<file path="config.mk">
export PLATFORM = sky130hd
export DESIGN_NAME = spwm_top
export DESIGN_NICKNAME = d
export VERILOG_FILES = /design/src/include/spwm_pkg.sv /design/src/hdl/spwm_top.sv
export SDC_FILE = /design/constraint.sdc
export NUM_CORES = 1
export LEC_CHECK = 0
export ABC_CLOCK_PERIOD_IN_PS = 3700
export BUFFER_PORTS_ARGS = -buffer_cell sky130_fd_sc_hd__buf_2
export CORE_AREA = 2 2 140 142
export DETAILED_ROUTE_END_ITERATION = 8
export DIE_AREA = 0 0 142 144
export PLACE_DENSITY_LB_ADDON = 0.08
export SYNTH_ARGS = -nofsm -noshare
export SYNTH_HDL_FRONTEND = slang
export SYNTH_SLANG_ARGS = --single-unit
</file>
<file path="constraint.sdc">
create_clock -name pclk -period 3.7 [get_ports pclk]
set_clock_uncertainty 0.05 [all_clocks]
set_input_delay 0 -clock pclk [delete_from_list [all_inputs] [get_ports pclk]]
set_output_delay 0 -clock pclk [all_outputs]
set_load 0.1 [all_outputs]
</file>
<file path="src/include/spwm_pkg.sv">
// spwm_pkg: register map, field layout, reset values and modes of the standard pwm channel
// assumes an apb slave at 32-bit data, one register per aligned word
package spwm_pkg;
   // =====================================================
   // register byte offsets
   localparam logic [7:0] SPWM_OFF_CTRL    = 8'h00;
   localparam logic [7:0] SPWM_OFF_DUTYW   = 8'h04;
   localparam logic [7:0] SPWM_OFF_SHADOW  = 8'h08;
   localparam logic [7:0] SPWM_OFF_TSELA   = 8'h0C;
   localparam logic [7:0] SPWM_OFF_TSELB   = 8'h10;
   localparam logic [7:0] SPWM_OFF_PERIOD  = 8'h14;
   localparam logic [7:0] SPWM_OFF_TCTRL   = 8'h18;
   localparam logic [7:0] SPWM_OFF_COUNT   = 8'h1C;
   localparam logic [7:0] SPWM_OFF_PINCTL  = 8'h20;
   localparam logic [7:0] SPWM_OFF_STATUS  = 8'h24;
   // =====================================================
   // field positions
   localparam int SPWM_DCLO_LSB   = 4;
   localparam int SPWM_TSEL_LSB   = 0;
   localparam int SPWM_TON_BIT    = 2;
   localparam int SPWM_PINDIR_BIT = 0;
   localparam int SPWM_ALTSEL_BIT = 1;
   localparam int SPWM_SLEEP_BIT  = 2;
   // =====================================================
   // reset values
   localparam logic [7:0] SPWM_RST_CTRL   = 8'h00;
   localparam logic [7:0] SPWM_RST_DUTY   = 8'h00;
   localparam logic [7:0] SPWM_RST_PERIOD = 8'hFF;
   localparam logic [7:0] SPWM_RST_TCTRL  = 8'h00;
   localparam logic [2:0] SPWM_RST_PINCTL = 3'h1;
   // mode field codes 4'b11xx select pwm
   localparam logic [1:0] SPWM_MODE_PWM   = 2'h3;
   // timer prescale codes
   localparam logic [1:0] SPWM_PS_1       = 2'h0;
   localparam logic [1:0] SPWM_PS_4       = 2'h1;
   localparam logic [1:0] SPWM_PS_16      = 2'h2;
   localparam logic [1:0] SPWM_PS_64      = 2'h3;
   // clock phases per timer step at 1:1
   localparam int SPWM_PHASES     = 4;
endpackage : spwm_pkg

</file>
<file path="src/hdl/spwm_top.sv">
// spwm_top: single-output pwm channel with three 8-bit timers, apb register slave
// assumes pclk is the oscillator clock; pin pad resolves from pin_out/pin_oe
//
// Our own choices: register access over APB and the register addresses.
`timescale 1ns/1ps
module spwm_top #(
   parameter int CH_SEL = 0
) (
   input  wire logic        pclk,
   input  wire logic        presetn,
   input  wire logic        psel,
   input  wire logic        penable,
   input  wire logic        pwrite,
   input  wire logic [7:0]  paddr,
   input  wire logic [31:0] pwdata,
   output logic      [31:0] prdata,
   output logic             pready,
   output logic             pslverr,
   output logic             pwm_output_pin,
   output logic             pwm_output_pin_oe,
   output logic             pwm_output_alt,
   output logic             pwm_output_alt_oe
);
   // =====================================================
   // registers
   logic [7:0]  pwm_channel_control_r;
   logic [7:0]  duty_write_register_r;
   logic [7:0]  duty_shadow_register_r;
   logic [1:0]  duty_latch_r;
   logic [7:0]  channel_timer_select_a_r;
   logic [1:0]  channel_timer_select_b_r;
   logic [7:0]  timer_period_limit_r [3];
   logic [7:0]  timer_control_r      [3];
   logic [7:0]  timer_count_value_r  [3];
   logic [5:0]  prescale_r           [3];
   logic [1:0]  phase_r;
   logic [2:0]  pin_ctl_r;
   logic        pwm_level_r;
   logic        wr_en;
   logic        rd_en;
   logic        pwm_active;
   logic        sleeping;
   logic [1:0]  sel;
   logic [1:0]  tick_low [3];
   logic        tick     [3];
   logic        step     [3];
   logic        match    [3];
   logic [9:0]  time_base;
   logic [9:0]  duty_val;
   logic [31:0] rdata_nxt;

   // shared decode of the timer choice field
   function automatic logic [1:0] spwm_tsel(input logic [7:0] a, input logic [1:0] b);
      logic [1:0] r;
      r = (CH_SEL < 4) ? a[2*CH_SEL +: 2] : b;
      return (r == 2'h3) ? 2'h0 : r;
   endfunction : spwm_tsel

   assign wr_en      = psel && penable && pwrite;
   assign rd_en      = psel && penable && !pwrite;
   assign pwm_active = (pwm_channel_control_r[3:2] == spwm_pkg::SPWM_MODE_PWM);
   assign sleeping   = pin_ctl_r[spwm_pkg::SPWM_SLEEP_BIT];
   assign sel        = spwm_tsel(channel_timer_select_a_r, channel_timer_select_b_r);

   // =====================================================
   // phase counter: four clocks per timer step at 1:1
   always_ff @(posedge pclk or negedge presetn) begin
      if (!presetn) begin
         phase_r <= 2'h0;
      end else if (!sleeping) begin
         phase_r <= phase_r + 2'h1;
      end
   end

   // =====================================================
   // three timers; postscaler bits are stored but never used here
   genvar g;
   generate
      for (g = 0; g < 3; g++) begin : g_tmr
         logic [1:0] ps;
         logic       on;
         assign ps = timer_control_r[g][1:0];
         assign on = timer_control_r[g][spwm_pkg::SPWM_TON_BIT];
         // prescaler gives the two low time-base bits above 1:1
         // step: the 10-bit time base advances at this edge
         always_comb begin
            tick[g]     = 1'b0;
            step[g]     = 1'b1;
            tick_low[g] = phase_r;
            unique case (ps)
               spwm_pkg::SPWM_PS_1: begin
                  tick[g] = (phase_r == 2'h3);
               end
               spwm_pkg::SPWM_PS_4: begin
                  tick[g]     = (phase_r == 2'h3) && (prescale_r[g][1:0] == 2'h3);
                  step[g]     = (phase_r == 2'h3);
                  tick_low[g] = prescale_r[g][1:0];
               end
               spwm_pkg::SPWM_PS_16: begin
                  tick[g]     = (phase_r == 2'h3) && (prescale_r[g][3:0] == 4'hF);
                  step[g]     = (phase_r == 2'h3) && (prescale_r[g][1:0] == 2'h3);
                  tick_low[g] = prescale_r[g][3:2];
               end
               spwm_pkg::SPWM_PS_64: begin
                  tick[g]     = (phase_r == 2'h3) && (prescale_r[g] == 6'h3F);
                  step[g]     = (phase_r == 2'h3) && (prescale_r[g][3:0] == 4'hF);
                  tick_low[g] = prescale_r[g][5:4];
               end
            endcase
            tick[g] = tick[g] && on && !sleeping;
            step[g] = step[g] && on && !sleeping;
         end
         assign match[g] = tick[g] && (timer_count_value_r[g] == timer_period_limit_r[g]);

         always_ff @(posedge pclk or negedge presetn) begin
            if (!presetn) begin
               prescale_r[g] <= 6'h00;
            end else if (on && !sleeping && phase_r == 2'h3) begin
               prescale_r[g] <= prescale_r[g] + 6'h01;
            end
         end

         // sleep holds the count, wake resumes from it
         always_ff @(posedge pclk or negedge presetn) begin
            if (!presetn) begin
               timer_count_value_r[g] <= 8'h00;
            end else if (wr_en && paddr == spwm_pkg::SPWM_OFF_COUNT && sel == 2'(g)) begin
               timer_count_value_r[g] <= pwdata[7:0];
            end else if (match[g]) begin
               timer_count_value_r[g] <= 8'h00;
            end else if (tick[g]) begin
               timer_count_value_r[g] <= timer_count_value_r[g] + 8'h01;
            end
         end

         always_ff @(posedge pclk or negedge presetn) begin
            if (!presetn) begin
               timer_period_limit_r[g] <= spwm_pkg::SPWM_RST_PERIOD;
               timer_control_r[g]      <= spwm_pkg::SPWM_RST_TCTRL;
            end else if (wr_en && sel == 2'(g)) begin
               if (paddr == spwm_pkg::SPWM_OFF_PERIOD) begin
                  timer_period_limit_r[g] <= pwdata[7:0];
               end
               if (paddr == spwm_pkg::SPWM_OFF_TCTRL) begin
                  timer_control_r[g] <= {1'b0, pwdata[6:0]};
               end
            end
         end
      end
   endgenerate

   // 10-bit time base, resolution set by the chosen period
   assign time_base = {timer_count_value_r[sel], tick_low[sel]};
   assign duty_val  = {duty_shadow_register_r, duty_latch_r};

   // =====================================================
   // software registers
   always_ff @(posedge pclk or negedge presetn) begin
      if (!presetn) begin
         pwm_channel_control_r    <= spwm_pkg::SPWM_RST_CTRL;
         duty_write_register_r    <= spwm_pkg::SPWM_RST_DUTY;
         channel_timer_select_a_r <= 8'h00;
         channel_timer_select_b_r <= 2'h0;
         pin_ctl_r                <= spwm_pkg::SPWM_RST_PINCTL;
      end else if (wr_en) begin // writes allowed any time
         unique case (paddr)
            spwm_pkg::SPWM_OFF_CTRL:   pwm_channel_control_r    <= pwdata[7:0];
            spwm_pkg::SPWM_OFF_DUTYW:  duty_write_register_r    <= pwdata[7:0];
            spwm_pkg::SPWM_OFF_TSELA:  channel_timer_select_a_r <= pwdata[7:0];
            spwm_pkg::SPWM_OFF_TSELB:  channel_timer_select_b_r <= pwdata[1:0];
            spwm_pkg::SPWM_OFF_PINCTL: pin_ctl_r                <= pwdata[2:0];
            default: ;
         endcase
      end
   end

   // =====================================================
   // double buffer: in pwm mode shadow and hidden latch load only at rollover
   always_ff @(posedge pclk or negedge presetn) begin
      if (!presetn) begin
         duty_shadow_register_r <= spwm_pkg::SPWM_RST_DUTY;
         duty_latch_r           <= 2'h0;
      end else if (pwm_active && match[sel]) begin
         duty_shadow_register_r <= duty_write_register_r;
         duty_latch_r <= pwm_channel_control_r[spwm_pkg::SPWM_DCLO_LSB +: 2];
      end else if (!pwm_active && wr_en && paddr == spwm_pkg::SPWM_OFF_SHADOW) begin
         duty_shadow_register_r <= pwdata[7:0]; // writable only outside pwm
      end
   end

   // =====================================================
   // output level; rollover set uses the duty being loaded
   always_ff @(posedge pclk or negedge presetn) begin
      if (!presetn) begin
         pwm_level_r <= 1'b0;
      end else if (pwm_active && match[sel]) begin
         pwm_level_r <= ({duty_write_register_r,
                          pwm_channel_control_r[spwm_pkg::SPWM_DCLO_LSB +: 2]} != 10'h000);
      end else if (pwm_active && step[sel] && (time_base + 10'h001) == duty_val) begin
         // cleared as the time base reaches duty, so high for exactly duty steps
         pwm_level_r <= 1'b0;
      end
      // duty beyond period never matches, level simply holds
   end

   // =====================================================
   // pin mux; zero control returns the pin to port control
   always_ff @(posedge pclk or negedge presetn) begin
      if (!presetn) begin
         pwm_output_pin    <= 1'b0;
         pwm_output_pin_oe <= 1'b0;
         pwm_output_alt    <= 1'b0;
         pwm_output_alt_oe <= 1'b0;
      end else begin
         pwm_output_pin    <= pwm_level_r && !pin_ctl_r[spwm_pkg::SPWM_ALTSEL_BIT];
         pwm_output_alt    <= pwm_level_r && pin_ctl_r[spwm_pkg::SPWM_ALTSEL_BIT];
         // driver also needs the direction bit cleared by software
         pwm_output_pin_oe <= pwm_active && !pin_ctl_r[spwm_pkg::SPWM_PINDIR_BIT]
                              && !pin_ctl_r[spwm_pkg::SPWM_ALTSEL_BIT];
         pwm_output_alt_oe <= pwm_active && !pin_ctl_r[spwm_pkg::SPWM_PINDIR_BIT]
                              && pin_ctl_r[spwm_pkg::SPWM_ALTSEL_BIT];
      end
   end

   // =====================================================
   // apb read mux; unmapped reads zero with pslverr
   always_comb begin
      rdata_nxt = 32'h0000_0000;
      unique case (paddr)
         spwm_pkg::SPWM_OFF_CTRL:   rdata_nxt[7:0] = pwm_channel_control_r;
         spwm_pkg::SPWM_OFF_DUTYW:  rdata_nxt[7:0] = duty_write_register_r;
         spwm_pkg::SPWM_OFF_SHADOW: rdata_nxt[7:0] = duty_shadow_register_r;
         spwm_pkg::SPWM_OFF_TSELA:  rdata_nxt[7:0] = channel_timer_select_a_r;
         spwm_pkg::SPWM_OFF_TSELB:  rdata_nxt[1:0] = channel_timer_select_b_r;
         spwm_pkg::SPWM_OFF_PERIOD: rdata_nxt[7:0] = timer_period_limit_r[sel];
         spwm_pkg::SPWM_OFF_TCTRL:  rdata_nxt[7:0] = timer_control_r[sel];
         spwm_pkg::SPWM_OFF_COUNT:  rdata_nxt[7:0] = timer_count_value_r[sel];
         spwm_pkg::SPWM_OFF_PINCTL: rdata_nxt[2:0] = pin_ctl_r;
         spwm_pkg::SPWM_OFF_STATUS: rdata_nxt[10:0] = {pwm_level_r, duty_val};
         default: ;
      endcase
   end

   // one wait state: answer registered, pready high in second access cycle
   always_ff @(posedge pclk or negedge presetn) begin
      if (!presetn) begin
         prdata  <= 32'h0000_0000;
         pready  <= 1'b0;
         pslverr <= 1'b0;
      end else begin
         pready  <= psel && penable && !pready;
         prdata  <= rd_en ? rdata_nxt : 32'h0000_0000;
         pslverr <= psel && penable && !pready && (paddr > spwm_pkg::SPWM_OFF_STATUS
                                                   || paddr[1:0] != 2'h0);
      end
   end
endmodule : spwm_top

</file>
# Word-level counts from Yosys, hierarchy flattened
# Index checks and enable logic that the tools add are counted.
# Widths: inputs -> output; s select.
[totals] mem_bits_ro=0 inputBits=45 wordCells=203 out_inout_bits=38 latchBits=0 mem_count=0 mem_bits_rw=0 register_bits=146
[classes] n_mux=46 n_div=0 multipliers=0 add_sub_neg=8 n_shift=0 n_bitwise=1 n_eq_ne=36 n_lt_le_gt_ge=2 reduce_logical=82
[op_table] op="$mux 8" n=17
[op_table] op="$logic_and 1x1->1" n=52
[op_table] op="$bmux 8 s2" n=3
[op_table] op="$pmux 5 s8" n=1
[op_table] op="$eq 8x5->1 const B" n=4
[op_table] op="$eq 2x2->1 const B" n=13
[op_table] op="$add 8x1->8 const B" n=3
[op_table] op="$eq 8x8->1" n=3
[op_table] op="$reduce_and 2->1" n=11
[op_table] op="$pmux 2 s10" n=1
[op_table] op="$add 6x1->6 const B" n=3
[op_table] op="$eq 6x6->1 const B" n=3
[op_table] op="$pmux 2 s3" n=3
[op_table] op="$eq 8x4->1 const B" n=2
[op_table] op="$eq 8x6->1 const B" n=2
[op_table] op="$eq 4x4->1 const B" n=3
[op_table] op="$pmux 1 s4" n=3
[op_table] op="$mux 11" n=1
[op_table] op="$add 10x1->10 const B" n=1
[op_table] op="$eq 10x10->1" n=1
[op_table] op="$reduce_bool 10->1" n=1
[op_table] op="$pmux 1 s3" n=3
[op_table] op="$pmux 1 s9" n=1
[op_table] op="$reduce_bool 3->1" n=3
[op_table] op="other kinds (16)" n=37

# Logic depth before layout (Yosys ltp)
[depth] word_depth=12 depth_mapped=15 depth_no_buf=14

# Worst setup path after synthesis
# OpenSTA, ideal clock, no wires.
[synth_path] path_kind="reg-to-reg" start="register channel_timer_select_a_r[0]" end="register pwm_level_r" arrival_ps=2829 path_buffers=0 period_less_slack_ps=3012 t_required_ps=3517 stages_incl_launch_ff=13 setup_ps=133 slack_ps=688 cell_sequence="dfrtp_1 inv_1 ha_1 or3b_1 o21ai_0 nor2_1 ha_1 nand2_1 or3b_1 mux2i_1 nand2_1 a2111oi_1 a21oi_1"
[synth_via] elab_chain_len=10 word_cells_on_any_way=22 cone_classes="1 x add/sub; 2 x eq/ne; 14 x mux; 1 x bitwise; 4 x reduce/logical"
[synth_rtl] item="from (decl)" line_no="spwm_top.sv:30" rtl="logic [7:0] channel_timer_select_a_r;"
[synth_rtl] item="from (signal assigned)" line_no="spwm_top.sv:169" rtl="spwm_pkg::SPWM_OFF_TSELA: channel_timer_select_a_r <= pwdata[7:0];"
[synth_rtl] item="$eq 2x2->1" line_no="spwm_top.sv:56" rtl="return (r == 2'h3) ? 2'h0 : r;"
[synth_rtl] item="$mux 2 *" line_no="spwm_top.sv:56"
[synth_rtl] item="$not 2->3 (implied by the code) *" line_no="spwm_top.sv:153, spwm_top.sv:196, spwm_top.sv:199"
[synth_rtl] item="$bmux 2 s2 / $bmux 8 s2 (equally long branches)" line_no="spwm_top.sv:153" rtl="assign time_base = {timer_count_value_r[sel], tick_low[sel]};"
[synth_rtl] item="$mux 2 (implied by the code) / $mux 8 (equally long branches) (2 in a row)" line_no="spwm_top.sv:153"
[synth_rtl] item="$add 10x1->10" line_no="spwm_top.sv:199" rtl="end else if (pwm_active && step[sel] && (time_base + 10'h001) == duty_val) begin"
[synth_rtl] item="$eq 10x10->1" line_no="spwm_top.sv:199"
[synth_rtl] item="$logic_and 1x1->1" line_no="spwm_top.sv:199"
[synth_rtl] item="$reduce_bool 2->1 (no line)"
[synth_rtl] item="to (signal assigned)" line_no="spwm_top.sv:197" rtl="pwm_level_r <= ({duty_write_register_r,"
[synth_rtl] item="to (decl)" line_no="spwm_top.sv:38" rtl="logic pwm_level_r;"
# Mark *: on every way between the ends. The rest lies on a longest branch, timed or not. The select of a mux whose other input is x is not followed.
# A chain may end at the register's enable or synchronous reset.

# Final worst setup path
[layout_path] start="register channel_timer_select_a_r[1]" end="register pwm_level_r"
# Same word-level chain as after synthesis.

==> summary.md <==
| Metric | Value |
|---|---|
| Avg Inst Size Synth | `a little over 10 um^2` |
| Seq/Total Area, Yosys | `0.4392` |
| Synth Flop Type | `dfrtp_1` |
| IR drop worst, VDD | `332.8 uV` |
| Min Tclk post-route | `approximately 3.3 ns` |
| Pint | `just over 3 mW` |
| Sequential share of power | `0.392` |
| Wirelength per Cell | `about 21 um` |
| Die width | `142 um` |
| PwrDens | `between 400 and 500 mW/mm^2` |
| Largest area contributor in the netlist | `dfrtp_1` |
| Global route total overflow | `0` |
| Io pins | `just over 80` |
| Hold Path Depth | `3` |
| Height of the die | `144 um` |
| Drc violations | `0` |
| Gate power share | `0.176` |
| Switching share of power | `0.2844` |
| Clock sinks | `approximately 150` |
| Hold buffer count at CTS | `16` |
| N_diodes | `0` |
| Final worst setup slack | `about 0.35 ns` |
| CTS buffer count | `17` |
| Asr flop ratio synth | `1.000` |
| Post-synth top cells | `dfrtp_1 (121), mux2_2 (82), nor2_1 (73), nand2_1 (60), xnor2_1 (42)` |
| Total GRT Usage | `0.2404` |
| Largest net degree at the start of global routing | `around 110` |
| Slew Limit Headroom | `0.3202` |
| Post-CTS Setup Bufs | `0` |
| Initial detailed-routing violation count | `approximately 580` |
| First-pass GRT wire length | `~37 mm` |
| Critical Path RT | `3.95 ns` |
| Hpwl dp | `16.60 mm` |
| Post-synth top area share | `0.3609` |
| Vias in the first global route | `6397` |
| Flop and latch count out of synthesis | `between 100 and 150` |
| Critical setup path kind | `flop to flop` |
| Worst hold slack | `between 0.02 and 0.03 ns` |
| Overall power | `roughly 4.3 mW` |
| Family with the most delay on the worst path | `compound AO/OA/AOI/OAI gates` |
| Site Rows | `51` |
| Clock Pin Slew Worst Setup and Hold Paths | `around 0.060 ns` |
| Fraction of layout cells with a size suffix above 1 | `0.2344` |
| CTS tree | `done` |
| Hold violation count in the final report | `0` |
| Initial antenna violation count | `0` |
| Die area | `~0.020 mm^2` |
| Worst Path Arrival | `around 3.6 ns` |
| Worst setup path startpoint | `channel_timer_select_a_r[1]$_DFFE_PN0P_` |
| Fmax | `around 300 MHz` |
| Core Util, Final | `0.4992` |
| P_sw | `~1.2 mW` |
| WP buf/inv | `1` |
| Post-placement cell count | `1073` |
| Core area | `between 0.015 and 0.02 mm^2` |
| Max FO, Critical Path | `8` |
| Fin area | `approximately 0.0095 mm^2` |
| Placed Area | `0.008722 mm^2` |
| Final setup viols | `0` |
| Synth cell types | `66` |
| Synthesized cell area | `between 0.008 and 0.009 mm^2` |
| Top post-synthesis cells by area | `dfrtp_1 (36%), mux2_2 (11%), dfstp_2 (7.8%)` |
| Worst setup SP type | `flop` |
| Yosys warns | `0` |
| Outcome | `complete, no violations` |
| Max-slew violations | `0` |
| Detailed-route wire length | `23.83 mm` |
| Max incr delay on CP | `0.42 ns` |
| Most frequent cell after synthesis | `dfrtp_1` |
| Clock Tree Root | `clkbuf_16` |
| Synthesis-to-finish area growth | `13.54%` |
| Maxcap violations | `0` |
| Global placement routability congestion | `0.9463` |
| Fin crit share | `0.9054` |
| Critical Path End Type | `flop` |
| Fillcell total | `between 1.5k and 2k` |
| Clock power frac | `0.432` |
| R2r startpoint | `channel_timer_select_a_r[1]$_DFFE_PN0P_` |
| Worst skew pair latency | `roughly 0.43 ns` |
| Longest Clk Path Bufs | `2` |
| Total negative setup slack | `0 ns` |
| LEAKAGE | `between 4 and 5 nW` |
| Port bufs | `37` |
| Via/cell ratio | `between 5 and 6` |
| Number of stages on the worst setup path | `13` |
| CTS H-tree lvls | `4` |
| Nets | `about 930` |
| Non-Filler Instances | `1121` |
| Hold Startpoint | `pwdata[1]` |
| Pre-CTS WS | `between 0.3 and 0.4 ns` |
| Synthesized instance count | `821` |
| TritonRoute pass-1 iters | `5` |
| Initial Util | `0.4397` |
| Vias | `6610` |
| Cts repair resizes | `0` |
| EDFF count, synth | `0` |
| Antenna-violating nets left | `0` |
| Slew @ Worst Pin | `~1.0 ns` |
| CP max stage cell | `dfrtp_1` |
| Sequence of cells on the critical path | `inv_1 -> ha_1 -> nand2b_1 -> o32a_2 -> o221ai_1 -> nor2_1 -> ha_1 -> nand2_1 -> or3b_1 -> mux2i_1 -> nand2_1 -> a2111oi_1 -> a21oi_1` |
| Hold Crit Class | `primary input to flop` |
| RSZ-0062 raised after global routing | `no` |
| Register-to-Register Path Depth | `13` |
placed cells by master, fill, tap and decap left out, drive strengths merged, types with 11 or more instances in the layout:
cell / instances
dfrtp: 121
mux2: 86
nor2: 73
nand2: 60
buf: 54
xnor2: 42
a21oi: 33
mux2i: 31
nand3: 26
dfstp: 25
a31oi: 24
a22oi: 23
clkbuf: 23
o21ai: 22
conb: 21
o22ai: 17
inv: 17
dlygate4sd3: 16
nor3: 15
and3: 14
nand3b: 13
xor2: 12
a22o: 11
ha: 11
area by class of cell:
class / count / area (um^2) / area share
flip-flops and latches: 146 / 3685 / 0.3868
clock buffers: 23 / 531.8 / 0.05583
multi-input cells: 622 / 4372 / 0.4590
inverters: 13 / 48.80 / 0.005123
repair buffers: 70 / 479.2 / 0.05031
clock inverters: 9 / 111.4 / 0.01169
well taps: 238 / 297.8 / 0.03126
registers in the layout, indices dropped and copies added, names as in the netlist:
name                      cells
timer_count_value_r          24
timer_period_limit_r         24
prescale_r                   18
timer_control_r              12
prdata                       11
channel_timer_select_a_r      8
duty_shadow_register_r        8
duty_write_register_r         8
pwm_channel_control_r         8
g_tmr.ps                      6
g_tmr.on                      3
pin_ctl_r                     3
channel_timer_select_b_r      2
duty_latch_r                  2
phase_r                       2
pready                        1
pslverr                       1
pwm_level_r                   1
pwm_output_alt                1
pwm_output_alt_oe             1
pwm_output_pin                1
pwm_output_pin_oe             1
cells by family (layout without fill, tap and decap cells):
| family | count (synthesis) | in the layout | share of synthesized area |
|---|---|---|---|
| other | 1 | 21 | 0.0004470 |
| AOI/OAI and AO/OA | 169 | 169 | 0.1400 |
| xor gates and xnor gates | 54 | 54 | 0.05638 |
| adders and majority gates | 11 | 11 | 0.01641 |
| buffers and inverters | 73 | 115 | 0.04892 |
| muxes | 117 | 117 | 0.1524 |
| and+or+nand+nor | 250 | 250 | 0.1462 |
| DFF | 146 | 146 | 0.4392 |
worst min-delay path: stages:
cell and delay, ns:
buf_2 0.26, nor2_1 0.15, a21oi_1 0.04
path summary, 6_finish.rpt:
kind / to / slack [ns]
max: pwm_level_r$_DFFE_PN0P_ / 0.35
min: timer_count_value_r[17]$_DFFE_PN0P_ / 0.03
max reg2reg: pwm_level_r$_DFFE_PN0P_ / 0.35
min reg2reg: pready$_DFF_PN0_ / 0.42
max in group asynchronous: timer_period_limit_r[6]$_DFFE_PN1P_ / 2.22
min in group asynchronous: prescale_r[10]$_DFFE_PN0P_ / 0.20
power by group through the flow:
stage          Clock (mW)  Sequential, mW  Combinational, mW
2_1_floorplan           0            1.71              0.553
3_3_place_gp            0            1.72              0.726
3_5_place_dp            0            1.72              0.740
4_1_cts              1.90            1.69              0.756
5_1_grt              1.97            1.70              0.831
6_report             1.86            1.69              0.761
metal layers:
metal | wire length [um] | track usage | part of all wire | up-vias
met3 | 881 | 0.04007 | 0.037 | 34
met4 | 486 | 0.07211 | 0.020 | 0
met5 | 0 | 0 | 0 | -
li1 | - | - | - | 3061
met1 | 11170 | 0.3318 | 0.47 | 3341
met2 | 11300 | 0.3903 | 0.47 | 174
Note: power is estimated with default switching activity, not from simulation.
